### src/asr_pkg.sv
// package: constants and types for the static memory host controller
package asr_pkg;
   localparam int ADDR_W = 20;
   localparam int DATA_W = 16;
   localparam int LANE_W = 8;
   localparam int CLK_NS = 100;
   localparam int FIRST_ACCESS_US = 150;
   localparam int FIRST_ACCESS_CYC = (FIRST_ACCESS_US * 1000 + CLK_NS - 1) / CLK_NS;
   localparam int ADDR_ACCESS_NS = 15;
   localparam int ADDR_ACCESS_CYC = (ADDR_ACCESS_NS + CLK_NS - 1) / CLK_NS;
   localparam int WRITE_SETUP_NS = 10;
   localparam int WRITE_CYC = (WRITE_SETUP_NS + CLK_NS - 1) / CLK_NS;
   localparam int CNT_W = 16;

   typedef struct packed {
      logic write;
      logic [ADDR_W-1:0] addr;
      logic [1:0] lanes_n;
      logic [DATA_W-1:0] wdata;
   } asr_req_t;

   typedef struct packed {
      logic select_active_low;
      logic select_active_high;
      logic drive_enable_n;
      logic write_strobe_n;
      logic low_lane_strobe_n;
      logic high_lane_strobe_n;
   } asr_ctl_t;

   localparam asr_ctl_t CTL_IDLE = '{1'b1, 1'b0, 1'b1, 1'b1, 1'b1, 1'b1};
endpackage : asr_pkg

### src/asr_delay.sv
// down counter that marks when a programmed number of cycles has passed
`timescale 1ns/10ps
module asr_delay #(
   parameter int WIDTH = 16
) (
   input wire logic clk_sys_in,
   input wire logic rst_in,
   input wire logic load_in,
   input wire logic [WIDTH-1:0] count_in,
   output logic done_out
);
   logic [WIDTH-1:0] cnt_q;
   logic [WIDTH-1:0] cnt_d;
   wire zero = (cnt_q == '0);
   assign cnt_d = load_in ? count_in : (zero ? cnt_q : cnt_q - WIDTH'(1));
   assign done_out = zero & ~load_in;

   always_ff @(posedge clk_sys_in)
   begin
      if (rst_in)
         cnt_q <= '0;
      else
         cnt_q <= cnt_d;
   end
endmodule : asr_delay

### src/asr_host.sv
// host controller driving an asynchronous 1M x 16 static memory
`timescale 1ns/10ps
module asr_host #(
   parameter int FIRST_ACCESS_CYCLES = asr_pkg::FIRST_ACCESS_CYC,
   parameter int READ_CYCLES = asr_pkg::ADDR_ACCESS_CYC,
   parameter int WRITE_CYCLES = asr_pkg::WRITE_CYC
) (
   input wire logic clk_sys_in,
   input wire logic rst_in,
   input wire logic req_valid_in,
   input wire asr_pkg::asr_req_t req_in,
   output logic req_ready_out,
   output logic rsp_valid_out,
   output logic [asr_pkg::DATA_W-1:0] rsp_data_out,
   output logic ready_out,
   output logic [asr_pkg::ADDR_W-1:0] word_address_out,
   output asr_pkg::asr_ctl_t ctl_out,
   input wire logic [asr_pkg::DATA_W-1:0] data_in,
   output logic [asr_pkg::DATA_W-1:0] data_out,
   output logic data_oe_out
);
   // refuse cycle counts that the delay counter cannot hold
   if (FIRST_ACCESS_CYCLES < 1 || FIRST_ACCESS_CYCLES >= (1 << asr_pkg::CNT_W))
   begin : g_bad_first
      $error("first access cycle count out of range");
   end

   if (READ_CYCLES < 1 || READ_CYCLES >= (1 << asr_pkg::CNT_W))
   begin : g_bad_read
      $error("read cycle count out of range");
   end

   if (WRITE_CYCLES < 1 || WRITE_CYCLES >= (1 << asr_pkg::CNT_W))
   begin : g_bad_write
      $error("write cycle count out of range");
   end

   typedef enum logic [2:0] {
      ASR_POWER_UP,
      ASR_IDLE,
      ASR_READ,
      ASR_WRITE,
      ASR_WRITE_END
   } asr_state_t;

   asr_state_t state_q;
   asr_state_t state_d;
   asr_pkg::asr_req_t cur_q;
   asr_pkg::asr_req_t cur_d;
   logic [asr_pkg::DATA_W-1:0] rdata_q;
   logic [asr_pkg::DATA_W-1:0] rdata_d;
   logic rsp_q;
   logic rsp_d;
   logic armed_q;
   logic armed_d;
   logic load;
   logic [asr_pkg::CNT_W-1:0] load_cnt;
   logic done;

   // state decode
   wire in_power_up = (state_q == ASR_POWER_UP);
   wire in_idle = (state_q == ASR_IDLE);
   wire in_read = (state_q == ASR_READ);
   wire in_write = (state_q == ASR_WRITE);
   wire in_write_end = (state_q == ASR_WRITE_END);
   wire selected = in_read | in_write;

   // request and end-of-phase decode
   wire take = in_idle & req_valid_in;
   wire take_write = take & req_in.write;
   wire read_last = in_read & done;
   wire write_last = in_write & done;
   wire power_up_last = in_power_up & armed_q & done;

   // disabled lanes read as zero
   wire [asr_pkg::DATA_W-1:0] lane_mask = {{asr_pkg::LANE_W{~cur_q.lanes_n[1]}},
                                           {asr_pkg::LANE_W{~cur_q.lanes_n[0]}}};

   // power-up count loads on the first cycle out of reset, so the wait really runs
   assign load = (in_power_up & ~armed_q) | take;
   assign load_cnt = in_power_up ? asr_pkg::CNT_W'(FIRST_ACCESS_CYCLES)
                   : take_write ? asr_pkg::CNT_W'(WRITE_CYCLES)
                   : asr_pkg::CNT_W'(READ_CYCLES);

   asr_delay #(.WIDTH(asr_pkg::CNT_W)) u_delay (
      .clk_sys_in(clk_sys_in),
      .rst_in(rst_in),
      .load_in(load),
      .count_in(load_cnt),
      .done_out(done)
   );

   // power-up wait then request sequencing
   always_comb
   begin
      state_d = state_q;
      case (state_q)
         ASR_POWER_UP:
         begin
            if (power_up_last)
               state_d = ASR_IDLE;
         end
         ASR_IDLE:
         begin
            if (take)
               state_d = take_write ? ASR_WRITE : ASR_READ;
         end
         ASR_READ:
         begin
            if (read_last)
               state_d = ASR_IDLE;
         end
         ASR_WRITE:
         begin
            if (write_last)
               state_d = ASR_WRITE_END;
         end
         ASR_WRITE_END:
         begin
            state_d = ASR_IDLE;
         end
         default:
         begin
            state_d = ASR_POWER_UP;
         end
      endcase
   end

   // next values of the data registers
   assign armed_d = in_power_up;
   assign cur_d = take ? req_in : cur_q;
   // sample while still enabled, before address moves
   assign rdata_d = read_last ? (data_in & lane_mask) : rdata_q;
   assign rsp_d = read_last;

   // request side
   assign req_ready_out = in_idle;
   assign ready_out = ~in_power_up;
   assign rsp_valid_out = rsp_q;
   assign rsp_data_out = rdata_q;

   // memory side
   assign word_address_out = cur_q.addr;
   assign data_out = cur_q.wdata;
   // drive data during the write strobe and one cycle after it, never during reads
   assign data_oe_out = in_write | in_write_end;
   // selects active only during an access, standby otherwise
   assign ctl_out.select_active_low = ~selected;
   assign ctl_out.select_active_high = selected;
   assign ctl_out.drive_enable_n = ~in_read;
   assign ctl_out.write_strobe_n = ~in_write;
   assign ctl_out.low_lane_strobe_n = ~selected | cur_q.lanes_n[0];
   assign ctl_out.high_lane_strobe_n = ~selected | cur_q.lanes_n[1];

   // sequencer state
   always_ff @(posedge clk_sys_in)
   begin
      if (rst_in)
         state_q <= ASR_POWER_UP;
      else
         state_q <= state_d;
   end

   // marks that the power-up count has been loaded
   always_ff @(posedge clk_sys_in)
   begin
      if (rst_in)
         armed_q <= 1'b0;
      else
         armed_q <= armed_d;
   end

   // request capture
   always_ff @(posedge clk_sys_in)
   begin
      if (rst_in)
         cur_q <= '0;
      else
         cur_q <= cur_d;
   end

   // read data and response pulse
   always_ff @(posedge clk_sys_in)
   begin
      if (rst_in)
      begin
         rdata_q <= '0;
         rsp_q <= 1'b0;
      end
      else
      begin
         rdata_q <= rdata_d;
         rsp_q <= rsp_d;
      end
   end
endmodule : asr_host

### config.mk
export PLATFORM = sky130hd
export DESIGN_NAME = asr_host
export DESIGN_NICKNAME = d
export VERILOG_FILES = /design/src/asr_pkg.sv /design/src/asr_delay.sv /design/src/asr_host.sv
export SDC_FILE = /design/constraint.sdc
export NUM_CORES = 1
export LEC_CHECK = 0
export ABC_AREA = 1
export ABC_CLOCK_PERIOD_IN_PS = 2800
export BUFFER_PORTS_ARGS = -buffer_cell sky130_fd_sc_hd__buf_2
export CORE_UTILIZATION = 50
export CTS_CLUSTER_DIAMETER = 60
export CTS_CLUSTER_SIZE = 10
export DETAILED_ROUTE_END_ITERATION = 8
export HOLD_SLACK_MARGIN = 0.1
export MAX_ROUTING_LAYER = met4
export PLACE_DENSITY = 0.8
export SETUP_SLACK_MARGIN = 0.2
export SYNTH_ARGS = -nofsm -noshare
export SYNTH_HDL_FRONTEND = slang
export SYNTH_SLANG_ARGS = --single-unit
### constraint.sdc
create_clock -name clk_sys_in -period 2.8 [get_ports clk_sys_in]
set_input_delay 0.14 -clock clk_sys_in [delete_from_list [all_inputs] [get_ports clk_sys_in]]
set_output_delay 0.14 -clock clk_sys_in [all_outputs]
set_load 0.01 [all_outputs]
==> impl_metrics.py, run 1 <==
metrics = {
    "status": {
        "status": "completed",
    },
    "hold_path": {
        "worstHoldPathType": "in -> reg",
    },
    "clock_network": {
        "cts_resized": 0,
        "hold_buffers": 51,
        "cts_tree": "built",
        "post_cts_buffers": 0,
        "clock-sinks": 75,
        "cts_buffers": 9,
        "cts_root_buffer": "clkbuf_8",
        "htree_levels": 3,
        "worstSkewPairLatency_ns": 0.36,
        "cts_buffer_depth": 2,
        "clk_pin_slew_ns": 0.08,
    },
    "sta": {
        "layout_min_cycle_time_ns": 2.01,
        "rsz0062_at_grt": "no",
        "fmax_mhz": 499,
        "tightest_slew_ns": 1.06,
        "fin_hold_ws_ns": 0.119,
        "hold_viol_final": 0,
        "skew_ns": 0.0119,
        "fin_tns_setup_ns": 0,
        "period_share_pct": 71.6,
        "setup_viol": 0,
        "setup_ws_ns": 0.795,
        "drv_slew": 0,
        "slew_headroom_pct": 29.3,
    },
    "power_and_ir_drop": {
        "power_density_mw_per_mm2": 807,
        "power_mw": 3.65,
        "p_leak_nw": 2.05,
        "irDropWorstVdd_mv": 0.468,
    },
    "global_route": {
        "grt_pass1_wl_mm": 14.8,
        "grt_usage_pct": 26.3,
        "grt_antenna_before_repair": 0,
        "grt_max_degree": 45,
        "overflow": 0,
        "grt_pass1_vias": 3283,
    },
    "synth": {
        "synth_edf_count": 0,
        "yosysTopAreaCellShare_pct": 43.1,
        "ys_seq_area_share_pct": 43.1,
        "synth_warnings": 0,
        "synth_fa_ha_area_share_pct": 0.359,
        "synth_area_leader_cell": "dfxtp_1",
        "synth.mux.area_fraction_pct": 0,
        "synth_most_common_cell": "nor2_1",
        "netlist_instances": 454,
        "synth_top_family_by_area": "simple AND/OR/NAND/NOR gates",
        "async_flop_share_pct": 0,
        "syn_area_mm2": 0.00348,
        "ys_types": 39,
        "synth_area_leaders": "dfxtp_1, nor2_1, buf_4",
        "post_synth_and_or_nand_nor_area_fraction_pct": 28.7,
        "synth_common_cells": "nor2_1, dfxtp_1, o21ai_0, nand2_1, buf_4",
        "syn-num-nets": 513,
        "synth-compound-area-share_pct": 12.4,
        "ys_ff_latch": 75,
        "synth_xor_xnor_area_share_pct": 1.26,
        "synth_ff_type": "dfxtp_1",
        "avgSynthCellArea_um2": 7.67,
    },
    "job": {
        "max_cap_violations": 0,
    },
    "worst_setup_path": {
        "worstPathMaxFanout": 5,
        "endpoint_kind": "output port",
        "criticalPathCategory": "reg -> out",
        "critPathArrivalTime_ns": 1.87,
        "start_kind": "flip-flop",
        "reg2reg_setup_slack_ns": 0.88,
        "required_ns": 2.66,
    },
    "route": {
        "drtIter0Drc": 160,
        "drc": 0,
        "detail_route.vias_per_cell": 5.12,
        "drt-pass1-iter-count": 4,
        "wire_per_inst_um": 13.5,
        "wirelength_mm": 9.01,
        "antenna_left": 0,
        "dr_total_vias": 3408,
    },
    "die": {
        "fp.dieW_um": 85.5,
        "die_h_um": 85.5,
        "ios": 120,
        "dieArea_mm2": 0.00730,
        "std_cell_rows": 30,
        "coreArea_mm2": 0.00676,
        "start_util_pct": 51.6,
    },
    "placement": {
        "post-place-ws_ns": 0.907,
        "portBuffers": 119,
        "dpl.hpwl_mm": 5.51,
        "dp_cells": 599,
        "gp_congestion": 0.909,
        "dpl_cell_area_mm2": 0.00381,
    },
    "cells_and_area": {
        "layout.nets": 640,
        "drive_above_1_share_pct": 30.2,
        "layout.cells.non_filler": 666,
        "diodes": 0,
        "area_growth_pct": 29.9,
        "final_util_pct": 67.0,
        "fin_area_mm2": 0.00453,
    },
}
==> cell usage in the layout (no fill, tap or decap), types with 2 or more instances in the layout <==
cell type,count
dlygate4sd3_1,51
a21oi_1,19
clkinv_1,2
nor2_1,109
inv_6,4
nand4_1,18
nand3_1,13
clkbuf_8,9
inv_2,4
inv_1,21
o21ai_0,44
buf_2,119
nand2_2,11
xnor2_1,2
nand2_1,43
clkinvlp_4,2
nor2_4,2
xor2_1,3
nor3_1,2
nor2_2,4
dfxtp_1,75
a21oi_2,11
==> power breakdown <==
group | leakage (nW) | total [mW] | internal, mW | switching, mW
Sequential | 0.608 | 1.39 | 1.25 | 0.137
Combinational | 1.34 | 1.39 | 0.510 | 0.881
Clock | 0.0988 | 0.874 | 0.427 | 0.447
Total | 2.05 | 3.65 | 2.19 | 1.47
==> area by class of cell <==
| cell class | count | area [um2] |
|---|---|---|
| clock buffer | 9 | 124 |
| clock inverter | 7 | 82.6 |
| fill | 527 | 2230 |
| inverter | 29 | 116 |
| multi-input combinational | 295 | 1490 |
| sequential | 75 | 1500 |
| tap | 80 | 100 |
| timing repair buffer | 171 | 1110 |
==> final timing paths <==
check / cells after the start / from / end
setup reg to reg: 7 / state_q[0] / data_out[6]
hold / removal: 3 / req_in[20] / word_address_out[2]
hold reg to reg: 2 / rsp_data_out[2] / rsp_data_out[2]
setup / recovery: 7 / state_q[0] / ctl_out[1]
==> worst max-delay path, cell delays in order (launching register included) <==
cell and delay (ns):
dfxtp_1 0.40, inv_2 0.06, nor2_2 0.19, nand2_1 0.15, nand2_1 0.20, inv_1 0.08, or2_2 0.28, buf_2 0.14
==> kinds of logic (layout without fill, tap and decap cells) <==
group                    Yosys count  after routing
flip-flops                        75             75
AO/OA/AOI/OAI                     77             77
XOR/XNOR                           5              5
adder cells (fa/ha/maj)            1              1
AND/OR/NAND/NOR                  212            212
buffers and inverters             84            216
==> sequential cells by signal, summed over array words and instances (netlist names) <==
register          count
rsp_valid_out         1
state_q               3
cur_q                 2
armed_q               1
u_delay.cnt_q        16
rsp_data_out         16
word_address_out     20
data_out             16
==> routing by layer <==
metal	vias to the layer above	part of all wire (%)	GRT usage, %
met5	-	0	-
met4	0	2.1	10.6
met3	16	6.8	6.23
met2	142	49	45.1
met1	1565	42	29.4
li1	1685	-	-
No activity file was read; power rests on OpenSTA's default activity.
==> inputs of run 2 (changes only) <==
ABC_CLOCK_PERIOD_IN_PS = 1900   (was 2800)
clock period = 1.9 ns   (was 2.8 ns; I/O delays follow)
==> run 2 against run 1 <==
  * Clock power increased by 44%
  * Power rose by 53%
  * Worst hold slack better by 0.060 ns
  * Sequential cell count unchanged
  * Critical path depth is 2 higher
  * Clock-buffer cell count grew 1
  * Cell count up 2.7%
  * Sequential power is 48% higher
  * Die area unchanged
  * Sequential share of layout area fell by 1.6 points
  * First-iteration DRC count grew 2.5%
  * Critical path type is now reg -> reg
  * Highest routed layer unchanged
==> impl_metrics.py, run 2 (synthesized netlist as in run 1, its figures left out) <==
metrics = {
    "status": {
        "status": "completed",
    },
    "sta": {
        "period_share_pct": 84.4,
        "layout_min_cycle_time_ns": 1.60,
        "hold_viol_final": 0,
        "skew_ns": 0.0113,
        "slew_headroom_pct": 74.3,
        "drv_slew": 0,
        "tightest_slew_ns": 0.385,
        "rsz0062_at_grt": "no",
        "fin_hold_ws_ns": 0.179,
        "setup_viol": 0,
        "fin_tns_setup_ns": 0,
        "fmax_mhz": 624,
    },
    "power_and_ir_drop": {
        "p_leak_nw": 2.18,
        "power_density_mw_per_mm2": 1170,
        "irDropWorstVdd_mv": 0.666,
    },
    "cells_and_area": {
        "mostFrequentLayoutCell": "buf_2",
        "largest_reg_flops": 20,
        "layout.nets": 658,
        "diodes": 0,
        "seqCellArea_mm2": 0.00151,
        "drive_above_1_share_pct": 33.6,
        "area_growth_pct": 37.1,
        "layout.cells.non_filler": 684,
        "multi_input_area_mm2": 0.00155,
        "mostFrequentLayoutCells": "buf_2, nor2_1, dfxtp_1",
        "fillCellCount": 451,
    },
    "worst_setup_path": {
        "required_ns": 2.15,
        "criticalPathCategory": "reg -> reg",
        "worstPathMaxFanout": 10,
        "reg2reg_setup_slack_ns": 0.30,
        "cp_slowest_stage_delay_ns": 0.35,
        "endpoint_kind": "flip-flop",
        "critPathArrivalTime_ns": 1.86,
        "crit_chain": "nor2_1 -> nand2_2 -> nor2_2 -> nand2_2 -> nor2_4 -> buf_6 -> nor2_1 -> o21ai_0 -> nor2_1",
        "slowest_stage": "dfxtp_1",
        "path_common_cell": "nor2_1",
        "start_kind": "flip-flop",
    },
    "route": {
        "antenna_left": 0,
        "drc": 0,
        "drt-pass1-iter-count": 4,
        "dr_total_vias": 3530,
        "drtIter0Drc": 164,
        "wire_per_inst_um": 13.9,
        "wirelength_mm": 9.52,
        "detail_route.vias_per_cell": 5.16,
    },
    "global_route": {
        "grt_pass1_vias": 3220,
        "overflow": 0,
        "grt_pass1_wl_mm": 14.8,
        "grt_max_degree": 44,
        "grt_usage_pct": 26.7,
        "grt_antenna_before_repair": 0,
    },
    "die": {
        "die_h_um": 85.5,
        "fp.dieW_um": 85.5,
        "dieArea_mm2": 0.00730,
        "coreArea_mm2": 0.00676,
        "ios": 120,
        "start_util_pct": 51.6,
        "std_cell_rows": 30,
    },
    "clock_network": {
        "htree_levels": 3,
        "clk_pin_slew_ns": 0.08,
        "clock-sinks": 75,
        "cts_tree": "built",
        "cts_buffer_depth": 2,
        "cts_buffers": 9,
        "cts_root_buffer": "clkbuf_8",
        "worstSkewPairLatency_ns": 0.35,
    },
    "placement": {
        "gp_congestion": 0.909,
        "dpl.hpwl_mm": 5.53,
        "portBuffers": 119,
        "dp_cells": 605,
    },
    "hold_path": {
        "worstHoldPathType": "in -> reg",
    },
    "job": {
        "max_cap_violations": 0,
    },
}
==> run 2: changes by cell type in the layout (fill, tap and decap cells not counted), moves of 3 or more <==
cell and delta:
buf_4 +9, buf_6 +4, dfxtp_1 -3, dlygate4sd3_1 +4
nand2_1 -3, nand2_4 +3, nor2_4 +3
==> run 2: final cells by class <==
cell class                      instances  area share [%]
Clock buffer                           10            2.88
Clock inverter                          6            1.34
Inverter                               29            2.44
Multi-Input combinational cell        295            32.4
Sequential cell                        75            31.6
Tap cell                               80            2.10
Timing Repair Buffer                  189            27.2
==> run 2: final timing paths <==
| kind | depth (start not counted) | endpoint | start |
|---|---|---|---|
| worst max-delay path | 9 | u_delay.cnt_q[9] | u_delay.cnt_q[3] |
| worst min register to register | 2 | rsp_data_out[3] | rsp_data_out[3] |
| worst min-delay path | 4 | rsp_valid_out | req_valid_in |
| worst max register to register | 9 | u_delay.cnt_q[9] | u_delay.cnt_q[3] |
==> run 2: timing repair <==
item,CTS,global route
endpoints found under the setup margin,1,65
hold buffers,55,0
resized for setup,9,16
endpoints found under the hold margin,57,0
setup buffers,1,7
pin swaps,1,5
==> run 2: per-stage QoR <==
stage | instance area (um2) | total power, mW | worst slack (ns) | util, %
floorplan | 3480 | 3.65 | 0.417 | -
global placement | 3870 | 3.97 | 0.277 | 57.2
detailed placement | 3870 | 4.02 | 0.232 | 57.2
CTS | 4660 | 5.41 | 0.207 | 69.0
global route | 4780 | 5.96 | 0.182 | 70.7
finish | 4780 | 5.59 | 0.296 | 70.7
==> run 2: power by group <==
part	internal, mW	switching (mW)	total (mW)	leakage, nW
Sequential	1.85	0.207	2.06	0.610
Combinational	0.905	1.37	2.28	1.47
Clock	0.642	0.616	1.26	0.0987
Total	3.40	2.20	5.59	2.18
==> run 2: critical path: cells and delay by family, from the launching register on <==
family | cells | cell delay, ns
simple gates | 7 | 0.86
flops | 1 | 0.35
buf+inv | 1 | 0.15
compound gates | 1 | 0.14
==> run 2: routing by layer <==
metal  routed length [um]  global-route usage (%)  vias up
met5                    0                       -        -
met4                  243                    12.4        0
met3                  759                    7.20       28
met2                 4650                    43.9      169
met1                 3870                    30.1     1607
li1                     -                       -     1726
